## src/verilog/ea_pkg.sv

```systemverilog
// Constants and types for the effective-address and bus-qualify block.
// Assumes a single 100 MHz clock domain and a 32-bit Avalon-MM register port.
package ea_pkg;
  // Register byte offsets
  localparam logic [3:0] OFS_CTRL = 4'h0;
  localparam logic [3:0] OFS_DIRECT = 4'h4;
  localparam logic [3:0] OFS_BANKS = 4'h8;
  localparam logic [3:0] OFS_STATUS = 4'hC;
  // Control field positions
  localparam int CTRL_EMU_BIT = 0;
  localparam int CTRL_IDX16_BIT = 1;
  // Status register field positions
  localparam int STAT_DEC_BIT = 3;
  // Reset values
  localparam logic CTRL_EMU_RST = 1'b1;
  localparam logic CTRL_IDX16_RST = 1'b0;
  localparam logic [15:0] DIRECT_RST = 16'h0000;
  localparam logic [7:0] BANK_RST = 8'h00;
  localparam logic [7:0] STATUS_RST = 8'h34;
  // Fixed pages and banks
  localparam logic [7:0] ZERO_BANK = 8'h00;
  localparam logic [7:0] STACK_PAGE = 8'h01;
  // Interrupt sequence timing, in processor cycles
  localparam logic [3:0] INT_BANK_CYCLE = 4'h2;
  localparam logic [3:0] ABORT_CLEAR_CYCLE = 4'h2;
  localparam logic [3:0] INT_SEQ_LEN = 4'h7;
  // Addressing modes
  typedef enum logic [2:0] {
    EA_STACK, EA_STACK_REL, EA_DIRECT, EA_DIRECT_X,
    EA_DIRECT_Y, EA_DIRECT_LONG, EA_PUSH_IND, EA_ABS_INDEXED
  } ea_mode_t;
  // Bus cycle kinds
  typedef enum logic [2:0] {
    CYC_OPCODE, CYC_OPERAND, CYC_READ, CYC_WRITE, CYC_MODIFY, CYC_INTERNAL
  } cycle_kind_t;
  // Interrupt sequencer states
  typedef enum logic [1:0] {INT_IDLE, INT_RUN} int_state_t;
endpackage

```

## src/verilog/ea_bus_qualify.sv

```systemverilog
// Effective-address generation, bus-cycle qualification and interrupt bank handling.
// Assumes sequencer inputs are synchronous to sys_clk_i; registers on Avalon-MM.
//
// The Avalon-MM register port and the address map were decided locally.
`timescale 1ns/100ps
module ea_bus_qualify (
  input wire logic sys_clk_i,
  input wire logic rst_n_i,
  // Avalon-MM slave
  input wire logic [3:0] avs_address_i,
  input wire logic avs_read_i,
  input wire logic avs_write_i,
  input wire logic [31:0] avs_writedata_i,
  input wire logic [3:0] avs_byteenable_i,
  output logic [31:0] avs_readdata_o,
  output logic avs_waitrequest_o,
  // Address request
  input wire logic ea_start_i,
  input wire ea_pkg::ea_mode_t ea_mode_i,
  input wire logic [15:0] op_offset_i,
  input wire logic [23:0] base_addr_i,
  input wire logic [15:0] index_i,
  input wire logic [15:0] stack_ptr_i,
  input wire logic [1:0] byte_step_i,
  input wire logic step_past_i,
  input wire logic is_store_i,
  input wire logic is_rmw_i,
  output logic [23:0] ea_o,
  output logic ea_valid_o,
  output logic addition_cycle_o,
  // Bus cycle qualification
  input wire ea_pkg::cycle_kind_t cycle_kind_i,
  input wire logic ready_i,
  output logic data_address_valid_o,
  output logic program_address_valid_o,
  output logic address_valid_o,
  output logic write_o,
  output logic halt_o,
  // Interrupts and abort
  input wire logic abort_n_i,
  input wire logic int_start_i,
  input wire logic insn_boundary_i,
  input wire logic status_load_i,
  input wire logic [7:0] status_data_i,
  input wire logic bank_load_i,
  input wire logic [7:0] program_bank_data_i,
  input wire logic [7:0] data_bank_data_i,
  output logic push_bank_o,
  output logic [7:0] push_bank_data_o,
  output logic abort_abandon_o,
  output logic [7:0] program_bank_o,
  output logic [7:0] data_bank_o,
  output logic [7:0] status_o
);
  import ea_pkg::*;

  // Software-visible and sequencer state
  logic emulation_reg;
  logic index16_reg;
  logic [15:0] direct_reg;
  logic [7:0] program_bank_reg;
  logic [7:0] data_bank_reg;
  logic [7:0] status_reg;
  logic abort_latch_reg;
  int_state_t int_state_reg;
  logic [3:0] int_cycle_reg;
  logic int_is_abort_reg;
  // Bus handshake and address arithmetic
  logic ack_reg;
  logic [31:0] rdata_next;
  logic [23:0] ea_next;
  logic add_next;
  logic [15:0] idx_eff;
  logic [15:0] stack_sum;
  logic [15:0] direct_sum;
  logic [7:0] page_low;
  logic [8:0] abs_low;
  logic [15:0] stack_step_sum;
  logic [15:0] long_sum;
  logic wr_hit;
  logic rd_hit;
  // Interrupt sequence decodes
  logic bank_cycle;
  logic abort_clear;
  logic abort_kill;

  // One wait state per access; a write lands only at the edge with waitrequest low
  assign avs_waitrequest_o = (avs_read_i | avs_write_i) & ~ack_reg;
  assign wr_hit = avs_write_i & ack_reg;
  assign rd_hit = avs_read_i & ~ack_reg; // Data captured early so it stands at the accept edge

  always_ff @(posedge sys_clk_i) begin
    if (!rst_n_i) ack_reg <= 1'b0;
    else ack_reg <= (avs_read_i | avs_write_i) & ~ack_reg;
  end

  // Read mux; unmapped offsets read zero
  always_comb begin
    rdata_next = 32'h0000_0000;
    unique case (avs_address_i)
      OFS_CTRL: rdata_next = {30'h0, index16_reg, emulation_reg};
      OFS_DIRECT: rdata_next = {16'h0, direct_reg};
      OFS_BANKS: rdata_next = {15'h0, abort_latch_reg, program_bank_reg, data_bank_reg};
      OFS_STATUS: rdata_next = {24'h0, status_reg};
      default: rdata_next = 32'h0000_0000;
    endcase
  end

  // Read data registered in the wait cycle
  always_ff @(posedge sys_clk_i) begin
    if (!rst_n_i) avs_readdata_o <= 32'h0000_0000;
    else if (rd_hit) avs_readdata_o <= rdata_next;
  end

  // Control and direct registers written by software
  always_ff @(posedge sys_clk_i) begin
    if (!rst_n_i) begin
      emulation_reg <= CTRL_EMU_RST;
      index16_reg <= CTRL_IDX16_RST;
      direct_reg <= DIRECT_RST;
    end else if (wr_hit) begin
      if (avs_address_i == OFS_CTRL && avs_byteenable_i[0]) begin
        emulation_reg <= avs_writedata_i[CTRL_EMU_BIT];
        index16_reg <= avs_writedata_i[CTRL_IDX16_BIT];
      end
      if (avs_address_i == OFS_DIRECT) begin
        if (avs_byteenable_i[0]) direct_reg[7:0] <= avs_writedata_i[7:0];
        if (avs_byteenable_i[1]) direct_reg[15:8] <= avs_writedata_i[15:8];
      end
    end
  end

  // Index width forced to 8 bits in emulation
  assign idx_eff = (index16_reg & ~emulation_reg) ? index_i : {8'h00, index_i[7:0]};
  assign stack_sum = 16'(stack_ptr_i + op_offset_i + 16'(byte_step_i));
  assign page_low = 8'(op_offset_i[7:0] + ((ea_mode_i == EA_DIRECT_Y) ? idx_eff[7:0] :
                       (ea_mode_i == EA_DIRECT_X) ? idx_eff[7:0] : 8'h00));
  assign direct_sum = 16'(direct_reg + op_offset_i + (((ea_mode_i == EA_DIRECT_X) ||
                       (ea_mode_i == EA_DIRECT_Y)) ? idx_eff : 16'h0000) + 16'(byte_step_i));
  assign abs_low = {1'b0, base_addr_i[7:0]} + {1'b0, idx_eff[7:0]};
  assign stack_step_sum = 16'({STACK_PAGE, stack_ptr_i[7:0]} + op_offset_i + 16'(byte_step_i));
  assign long_sum = 16'({direct_reg[15:8], page_low} + 16'(byte_step_i));

  // Effective address by mode and emulation flag
  always_comb begin
    ea_next = 24'h00_0000;
    add_next = 1'b0;
    unique case (ea_mode_i)
      EA_STACK, EA_STACK_REL: begin
        if (!emulation_reg) ea_next = {ZERO_BANK, stack_sum};
        else if (step_past_i)
          ea_next = {ZERO_BANK, stack_step_sum};
        else ea_next = {ZERO_BANK, STACK_PAGE, stack_sum[7:0]};
      end
      EA_DIRECT, EA_DIRECT_X, EA_DIRECT_Y: begin
        if (!emulation_reg || direct_reg[7:0] != 8'h00)
          ea_next = {ZERO_BANK, direct_sum};
        else ea_next = {ZERO_BANK, direct_reg[15:8], 8'(page_low + 8'(byte_step_i))};
      end
      EA_DIRECT_LONG, EA_PUSH_IND: begin
        if (!emulation_reg || direct_reg[7:0] != 8'h00) ea_next = {ZERO_BANK, direct_sum};
        else ea_next = {ZERO_BANK, long_sum};
      end
      EA_ABS_INDEXED: begin
        ea_next = 24'(base_addr_i + {8'h00, idx_eff});
        add_next = is_store_i | is_rmw_i | (index16_reg & ~emulation_reg) | abs_low[8];
      end
      default: ea_next = 24'h00_0000;
    endcase
  end

  // Address result registered on request
  always_ff @(posedge sys_clk_i) begin
    if (!rst_n_i) begin
      ea_o <= 24'h00_0000;
      ea_valid_o <= 1'b0;
      addition_cycle_o <= 1'b0;
    end else begin
      ea_valid_o <= ea_start_i;
      if (ea_start_i) begin
        ea_o <= ea_next;
        addition_cycle_o <= add_next;
      end
    end
  end

  // Valid-address qualifiers per bus cycle
  always_ff @(posedge sys_clk_i) begin
    if (!rst_n_i) begin
      data_address_valid_o <= 1'b0;
      program_address_valid_o <= 1'b0;
      address_valid_o <= 1'b0;
      write_o <= 1'b0;
    end else begin
      data_address_valid_o <= (cycle_kind_i == CYC_READ) | (cycle_kind_i == CYC_WRITE) |
                              (cycle_kind_i == CYC_MODIFY);
      program_address_valid_o <= (cycle_kind_i == CYC_OPCODE) | (cycle_kind_i == CYC_OPERAND);
      address_valid_o <= (cycle_kind_i != CYC_INTERNAL);
      write_o <= (cycle_kind_i == CYC_WRITE);
    end
  end

  // Ready low stalls, except writes in emulation
  assign halt_o = ~ready_i & ~(write_o & emulation_reg);

  // Sequence cycle decodes for bank clear, abort clear and abandon
  assign bank_cycle = (int_state_reg == INT_RUN) && (int_cycle_reg == INT_BANK_CYCLE);
  assign abort_clear = (int_state_reg == INT_RUN) && int_is_abort_reg && (int_cycle_reg == ABORT_CLEAR_CYCLE);
  assign abort_kill = (int_state_reg == INT_RUN) && int_is_abort_reg && !abort_n_i;

  // Interrupt sequencer
  always_ff @(posedge sys_clk_i) begin
    if (!rst_n_i) begin
      int_state_reg <= INT_IDLE;
      int_cycle_reg <= 4'h0;
      int_is_abort_reg <= 1'b0;
      abort_abandon_o <= 1'b0;
    end else begin
      abort_abandon_o <= abort_kill;
      unique case (int_state_reg)
        INT_IDLE: begin
          if (insn_boundary_i && (abort_latch_reg || int_start_i)) begin
            int_state_reg <= INT_RUN;
            int_cycle_reg <= 4'h1;
            int_is_abort_reg <= abort_latch_reg;
          end
        end
        INT_RUN: begin
          if (abort_kill || int_cycle_reg == INT_SEQ_LEN) begin
            int_state_reg <= INT_IDLE;
            int_cycle_reg <= 4'h0;
          end else int_cycle_reg <= 4'(int_cycle_reg + 4'h1);
        end
      endcase
    end
  end

  // Abort latch; a new request during an abort sequence abandons it, so the cycle-two clear wins
  always_ff @(posedge sys_clk_i) begin
    if (!rst_n_i) abort_latch_reg <= 1'b0;
    else if (!abort_n_i && !abort_kill) abort_latch_reg <= 1'b1;
    else if (abort_clear || abort_kill) abort_latch_reg <= 1'b0;
  end

  // Program bank cleared in interrupt cycle two; data bank cleared too only in emulation
  always_ff @(posedge sys_clk_i) begin
    if (!rst_n_i) begin
      program_bank_reg <= BANK_RST;
      data_bank_reg <= BANK_RST;
    end else if (bank_cycle) begin
      program_bank_reg <= ZERO_BANK;
      if (emulation_reg) data_bank_reg <= ZERO_BANK;
    end else if (bank_load_i) begin
      program_bank_reg <= program_bank_data_i;
      data_bank_reg <= data_bank_data_i;
    end
  end

  // Old program bank pushed in native mode
  always_ff @(posedge sys_clk_i) begin
    if (!rst_n_i) begin
      push_bank_o <= 1'b0;
      push_bank_data_o <= 8'h00;
    end else begin
      push_bank_o <= bank_cycle & ~emulation_reg;
      if (bank_cycle) push_bank_data_o <= program_bank_reg;
    end
  end

  // Status commits at once and is never rolled back; decimal clear wins
  always_ff @(posedge sys_clk_i) begin
    if (!rst_n_i) status_reg <= STATUS_RST;
    else begin
      if (status_load_i) status_reg <= status_data_i;
      if (bank_cycle) status_reg[STAT_DEC_BIT] <= 1'b0;
    end
  end

  // Bank and status registers straight out
  assign program_bank_o = program_bank_reg;
  assign data_bank_o = data_bank_reg;
  assign status_o = status_reg;
endmodule // ea_bus_qualify

```

## config.mk

```make
export PLATFORM = sky130hd
export DESIGN_NAME = ea_bus_qualify
export DESIGN_NICKNAME = d
export VERILOG_FILES = /design/src/verilog/ea_pkg.sv /design/src/verilog/ea_bus_qualify.sv
export SDC_FILE = /design/constraint.sdc
export NUM_CORES = 1
export LEC_CHECK = 0
export CORE_UTILIZATION = 60
export CTS_BUF_LIST = sky130_fd_sc_hd__clkbuf_8
export DETAILED_ROUTE_END_ITERATION = 16
export DONT_BUFFER_PORTS = 1
export GPL_TIMING_DRIVEN = 0
export PLACE_DENSITY = 0.79
export RECOVER_POWER = 25
export SYNTH_ARGS = -nofsm -noshare
export SYNTH_HDL_FRONTEND = slang
export SYNTH_SLANG_ARGS = --single-unit
```

## constraint.sdc

```tcl
create_clock -name sys_clk_i -period 4.1 [get_ports sys_clk_i]
set_clock_uncertainty 0.1 [all_clocks]
set_input_delay 0.615 -clock sys_clk_i [delete_from_list [all_inputs] [get_ports sys_clk_i]]
set_output_delay 0.615 -clock sys_clk_i [all_outputs]
set_load 0.1 [all_outputs]
```

# Word level (Yosys, flattened, before mapping)
# Index checks and enable logic that the tools add are counted.
[classes]
addsub = 13
n_eq_ne = 21
mux = 22
bitwise_logic = 19
reduce_logical = 32
[ops]
columns = ["cell", "count"]
rows = [
  ["$mux 16", 6],
  ["$pmux 24 s4", 1],
  ["$pmux 17 s4", 1],
  ["$add 16x2->16", 4],
  ["$add 16x16->16", 3],
  ["$mux 8", 5],
  ["$add 24x16->24", 1],
  ["$add 9x16->16", 1],
  ["$eq 3x3->1 const B", 5],
  ["$eq 3x2->1 const B", 4],
  ["$add 8x8->9", 1],
  ["$add 8x2->8", 1],
  ["$add 8x8->8", 1],
  ["$eq 4x3->1 const B", 2],
  ["$eq 4x4->1 const B", 2],
  ["$mux 4", 2],
  ["$pmux 4 s2", 1],
  ["$reduce_and 2->1", 4],
  ["$reduce_bool 8->1", 1],
  ["$and 1x1->1", 7],
  ["$logic_and 1x1->1", 7],
  ["$or 1x1->1", 7],
  ["$eq 3x1->1 const B", 2],
  ["$logic_not 3->1", 2],
  ["18 further kinds", 36],
]
[totals]
register_bits = 123
inputBits = 158
out_inout_bits = 98
elab_cells = 131

# Longest topological paths before layout
[logic_depth]
ltp_word = 9
ltp_mapped = 18
mapped_depth_nobuf = 17

# Worst setup path after synthesis
# No wires, ideal clock.
[synth_timing]
kind = "input to register"
start = "input port ea_mode_i[1]"
end = "register ea_o[10]"
setup_ns = 0.131
t_arrival_ns = 3.982
required_time_ns = 3.869
setup_slack_ns = -0.113
cell_stages = 16
path_buffers = 2
cell_sequence = "buf_6 > or3b_4 > nand2_1 > clkbuf_1 > nand2_1 > fa_1 > inv_1 > ha_1 > ha_1 > o21a_1 > a2111oi_0 > or3_1 > o21ai_0 > xor2_1 > a221oi_1 > o22ai_1"
[synth_between]
elab_chain_len = 7
elab_cells_between_ends = 22
[synth_rtl]
columns = ["element", "line", "rtl"]
rows = [
  ["from (decl)", "ea_bus_qualify.sv:19", "input wire ea_pkg::ea_mode_t ea_mode_i,"],
  ["$eq 3x2->1 / $eq 3x3->1 (equally long branches)", "--", ""],
  ["$logic_or 1x1->1 / $mux 8 (equally long branches)", "ea_bus_qualify.sv:138, ea_bus_qualify.sv:137", ""],
  ["$mux 16 / $mux 8 (equally long branches)", "ea_bus_qualify.sv:139, ea_bus_qualify.sv:136", ""],
  ["$add 16x16->16 / $add 8x8->8 (equally long branches)", "ea_bus_qualify.sv:138, ea_bus_qualify.sv:136", ""],
  ["$add 16x2->16 (on tied branches)", "ea_bus_qualify.sv:139, ea_bus_qualify.sv:142", ""],
  ["$mux 16 (on tied branches)", "ea_bus_qualify.sv:161, ea_bus_qualify.sv:156", ""],
  ["$pmux 24 s4 *", "ea_bus_qualify.sv:148", "unique case (ea_mode_i)"],
  ["to (signal assigned)", "ea_bus_qualify.sv:181", "ea_o <= ea_next;"],
  ["to (decl)", "ea_bus_qualify.sv:28", "output logic [23:0] ea_o,"],
]
# Every way passes the cells marked *; elsewhere a longest branch is shown, timed or not.
# A chain may end at the register's enable or synchronous reset.

# Worst setup path after layout
# Same ends and word-level chain as after synthesis.

==> Implementation_results.wiki <==
{| class="wikitable"
! Metric !! Value
|-
| Clk_lat worst skew || 370 ps
|-
| Fraction of registers with async set/reset || 0%
|-
| Setup ws final || 3.06 ps
|-
| Sum Neg Setup Slack || 0 ps
|-
| Average cell area after synthesis || 7.95 um2
|-
| Run status || completed
|-
| Post-route design area || 9510 um2
|-
| X dimension of the die || 124 um
|-
| Largest register FFs || 24
|-
| Kind of path behind the tightest hold check || in -> reg
|-
| Wire length of the first global-routing pass || 37.8 mm
|-
| Share of the synthesized area in the top cell type || 24.0%
|-
| Area share of and/or/nand/nor cells after synthesis || 19.3%
|-
| Combinational family with the most area after synthesis || compound AO/OA/AOI/OAI gates
|-
| Antenna violations before repair || 1
|-
| Synth Warn # || 0
|-
| Vias in the first global route || 7485
|-
| Static leakage || 0.00394 uW
|-
| Clock-pin slew on the worst setup and hold paths || 100 ps
|-
| Die ar. || 15300 um2
|-
| Share of the core filled with cells in the final layout || 65.4%
|-
| Flip-flop and latch count after synthesis || 107
|-
| Gate count of the mapped netlist || 1121
|-
| Number of buffers on the longest clock path || 2
|-
| Top-Level Pins || 256
|-
| Post-synthesis to final-layout area growth || 6.68%
|-
| Placed standard-cell area || 9210 um2
|-
| Overall global routing resource usage || 32.3%
|-
| Compound-Gate Fraction of Synth Area || 21.9%
|-
| Rel. slew slack || 21.4%
|-
| Power density normalized to cell area || 285 nW/um2
|-
| Maximum Capacitance Violations || 0
|-
| Count of final max-slew check failures || 0
|-
| Total congestion overflow || 0
|-
| Router iterations before antenna repair || 5
|-
| CTS H-tree lvls || 3
|-
| Largest net degree at the start of global routing || 18
|-
| Post-synthesis sequential area ratio || 24.0%
|-
| Total of fill cells in the finished design || 1316
|-
| Upper clock frequency limit || 0.244 GHz
|-
| Average vias per placed instance || 6.16
|-
| Top cell type by total area after synthesis || sky130_fd_sc_hd__dfxtp_1
|-
| Starting density of the core || 61.3%
|-
| Count of endpoints failing hold in the final timing report || 0
|-
| Number of buffers inserted by port buffering || 0
|-
| Number of distinct library cell variants in the gate-level netlist after synthesis || 78
|-
| Critical path type || in -> reg
|-
| Row cnt || 44
|-
| Transition time of the tightest slew-check pin || 1180 ps
|-
| Highest ir drop seen on vdd || 0.202 mV
|-
| Critical-path maximum fanout || 9
|-
| Clock sink count || 107
|-
| Unrepaired setup endpoints after global routing || true
|-
| Clock buffers created by TritonCTS || 9
|-
| Xor/xnor cell area share of the yosys netlist || 6.57%
|-
| Arrival time of data at the critical path endpoint || 4250 ps
|-
| Multiplexer share of the synthesized area || 4.16%
|-
| Post-CTS Hold Fix Bufs || 0
|-
| DR WL/cell || 18.9 um
|-
| Share of post-route cells with drive strength above 1 || 6.23%
|-
| Worst-case setup slack after placement || -559 ps
|-
| Final critical delay including setup and external delays || 4100 ps
|-
| Required time of the critical path || 4250 ps
|-
| CTS tree || yes
|-
| Core Footprint || 14500 um2
|-
| Top FF cell, synth || sky130_fd_sc_hd__dfxtp_1
|-
| EDFF count, synth || 0
|-
| Cell at the root of the clock tree || sky130_fd_sc_hd__clkbuf_8
|-
| Netlist area before placement || 8910 um2
|-
| Total number of vias || 8249
|-
| Final hold slack || 210 ps
|-
| Setup crit end kind || flip-flop
|-
| Worst setup SP type || input port
|-
| Post-layout nets || 1416
|-
| Placer Congestion || 0.958
|-
| Post-detailed-route count of antenna-violating nets || 0
|-
| Detailed-route DRC error count || 0
|-
| Number of DRC markers in iteration 0 || 663
|-
| Total routed wirelength || 25.4 mm
|-
| Floorplan die height || 124 um
|-
| Area contributors post-synth || sky130_fd_sc_hd__dfxtp_1 (24%), sky130_fd_sc_hd__ha_1 (12%), sky130_fd_sc_hd__nor2_1 (5.4%)
|-
| Number of endpoints failing setup at the final stage || 0
|-
| Dpl hpwl || 20.4 mm
|-
| Final critical-path share of the clock period || 99.9%
|-
| Post-Synth Adder-Cell Area || 17.1%
|}
## cell usage in the layout (no fill, tap or decap), drive strengths merged, types with 8 or more instances in the layout
cell / instances
nor2: 128
dfxtp: 107
nand2: 101
inv: 85
ha: 85
a21oi: 85
o21ai: 58
clkbuf: 48
xnor2: 39
mux2i: 37
a22oi: 30
xor2: 27
buf: 24
fa: 23
and2: 23
nand3: 19
nor3: 17
o21a: 17
conb: 15
nor2b: 14
and3: 11
a21o: 11
o211ai: 11
nand2b: 10
a211oi: 10
a31oi: 9
a221oi: 9
o31ai: 8
## kinds of logic (layout without fill, tap and decap cells)
| group | Yosys count | after routing |
|---|---|---|
| and+or+nand+nor | 366 | 366 |
| AOI/OAI and AO/OA | 293 | 293 |
| buffers and inverters | 143 | 163 |
| adders and majority gates | 108 | 108 |
| DFF | 107 | 107 |
| xor gates and xnor gates | 66 | 66 |
| muxes | 37 | 37 |
| other | 1 | 16 |
## critical path: stages
cell and delay (ps):
sky130_fd_sc_hd__buf_6 110, sky130_fd_sc_hd__or3b_4 420, sky130_fd_sc_hd__nand2_8 120, sky130_fd_sc_hd__and2_4 160, sky130_fd_sc_hd__inv_1 50, sky130_fd_sc_hd__fa_1 490, sky130_fd_sc_hd__inv_1 40, sky130_fd_sc_hd__ha_1 310
sky130_fd_sc_hd__ha_1 310, sky130_fd_sc_hd__a21oi_2 180, sky130_fd_sc_hd__o21ai_1 110, sky130_fd_sc_hd__a2111oi_1 400, sky130_fd_sc_hd__or3_1 210, sky130_fd_sc_hd__o21ai_1 80, sky130_fd_sc_hd__xor2_1 160, sky130_fd_sc_hd__a221oi_2 330
sky130_fd_sc_hd__o22ai_1 130
## final timing paths
kind                    start  slack [ps]                       to  cells after the start
max              ea_mode_i[1]           3                 ea_o[10]                     17
min           cycle_kind_i[1]         210  program_address_valid_o                      1
max reg2reg     emulation_reg         240                 ea_o[13]                     16
min reg2reg  int_is_abort_reg         410         int_is_abort_reg                      2
## power by group
part           internal (uW)  switching [uW]
clock                    238             361
sequential              1070             263
combinational            294             481
## cell usage after synthesis, types with 6 or more instances
master and instances:
sky130_fd_sc_hd__nand3b_1 6, sky130_fd_sc_hd__o211ai_1 10, sky130_fd_sc_hd__a221oi_1 8, sky130_fd_sc_hd__and4_1 6, sky130_fd_sc_hd__clkbuf_1 37, sky130_fd_sc_hd__and2_1 23, sky130_fd_sc_hd__nand3_1 19, sky130_fd_sc_hd__o31ai_1 8
sky130_fd_sc_hd__ha_1 85, sky130_fd_sc_hd__a31oi_1 9, sky130_fd_sc_hd__and3_1 11, sky130_fd_sc_hd__a211oi_1 8, sky130_fd_sc_hd__nand2b_1 10, sky130_fd_sc_hd__nor2b_1 14, sky130_fd_sc_hd__mux2i_1 37, sky130_fd_sc_hd__nand2_1 101
sky130_fd_sc_hd__dfxtp_1 107, sky130_fd_sc_hd__buf_4 15, sky130_fd_sc_hd__a22oi_1 29, sky130_fd_sc_hd__o21ai_0 54, sky130_fd_sc_hd__xnor2_1 38, sky130_fd_sc_hd__inv_1 83, sky130_fd_sc_hd__a21o_1 11, sky130_fd_sc_hd__or3_1 6
sky130_fd_sc_hd__o21a_1 17, sky130_fd_sc_hd__nor2_1 128, sky130_fd_sc_hd__nor3_1 17, sky130_fd_sc_hd__nand4_1 6, sky130_fd_sc_hd__xor2_1 27, sky130_fd_sc_hd__fa_1 23, sky130_fd_sc_hd__a21oi_1 85
## timing repair
action	in CTS	in global routing
resized for setup	5	19
endpoints found under the hold margin	0	0
buffers inserted	0	4
pin swaps	0	5
endpoints found under the setup margin	5	6
## layout make-up
class	instances	area [um2]	area share (%)
buffer	58	298	3.13
antenna	1	2.50	0.0263
tap	184	230	2.42
multi-input combinational	885	6310	66.3
sequential	107	2140	22.5
timing repair buffer	4	30.0	0.316
inverter	85	319	3.36
clock buffer	10	138	1.45
clock inverter	6	41.3	0.434
## stage by stage
step / total power (uW) / cells
after floorplan: 1950 / 1135
after global placement: 2090 / 1319
after detailed placement: 2100 / 1319
after CTS: 2690 / 1335
after global routing: 2850 / 1340
final: 2710 / 1340
## layer usage
metal  global-route usage (%)  part of all wire [%]
met3                     7.97                   9.7
met1                     41.6                    41
met5                        0                     0
met2                     52.0                    46
met4                     11.7                   3.4
No activity file was read; power rests on OpenSTA's default activity.
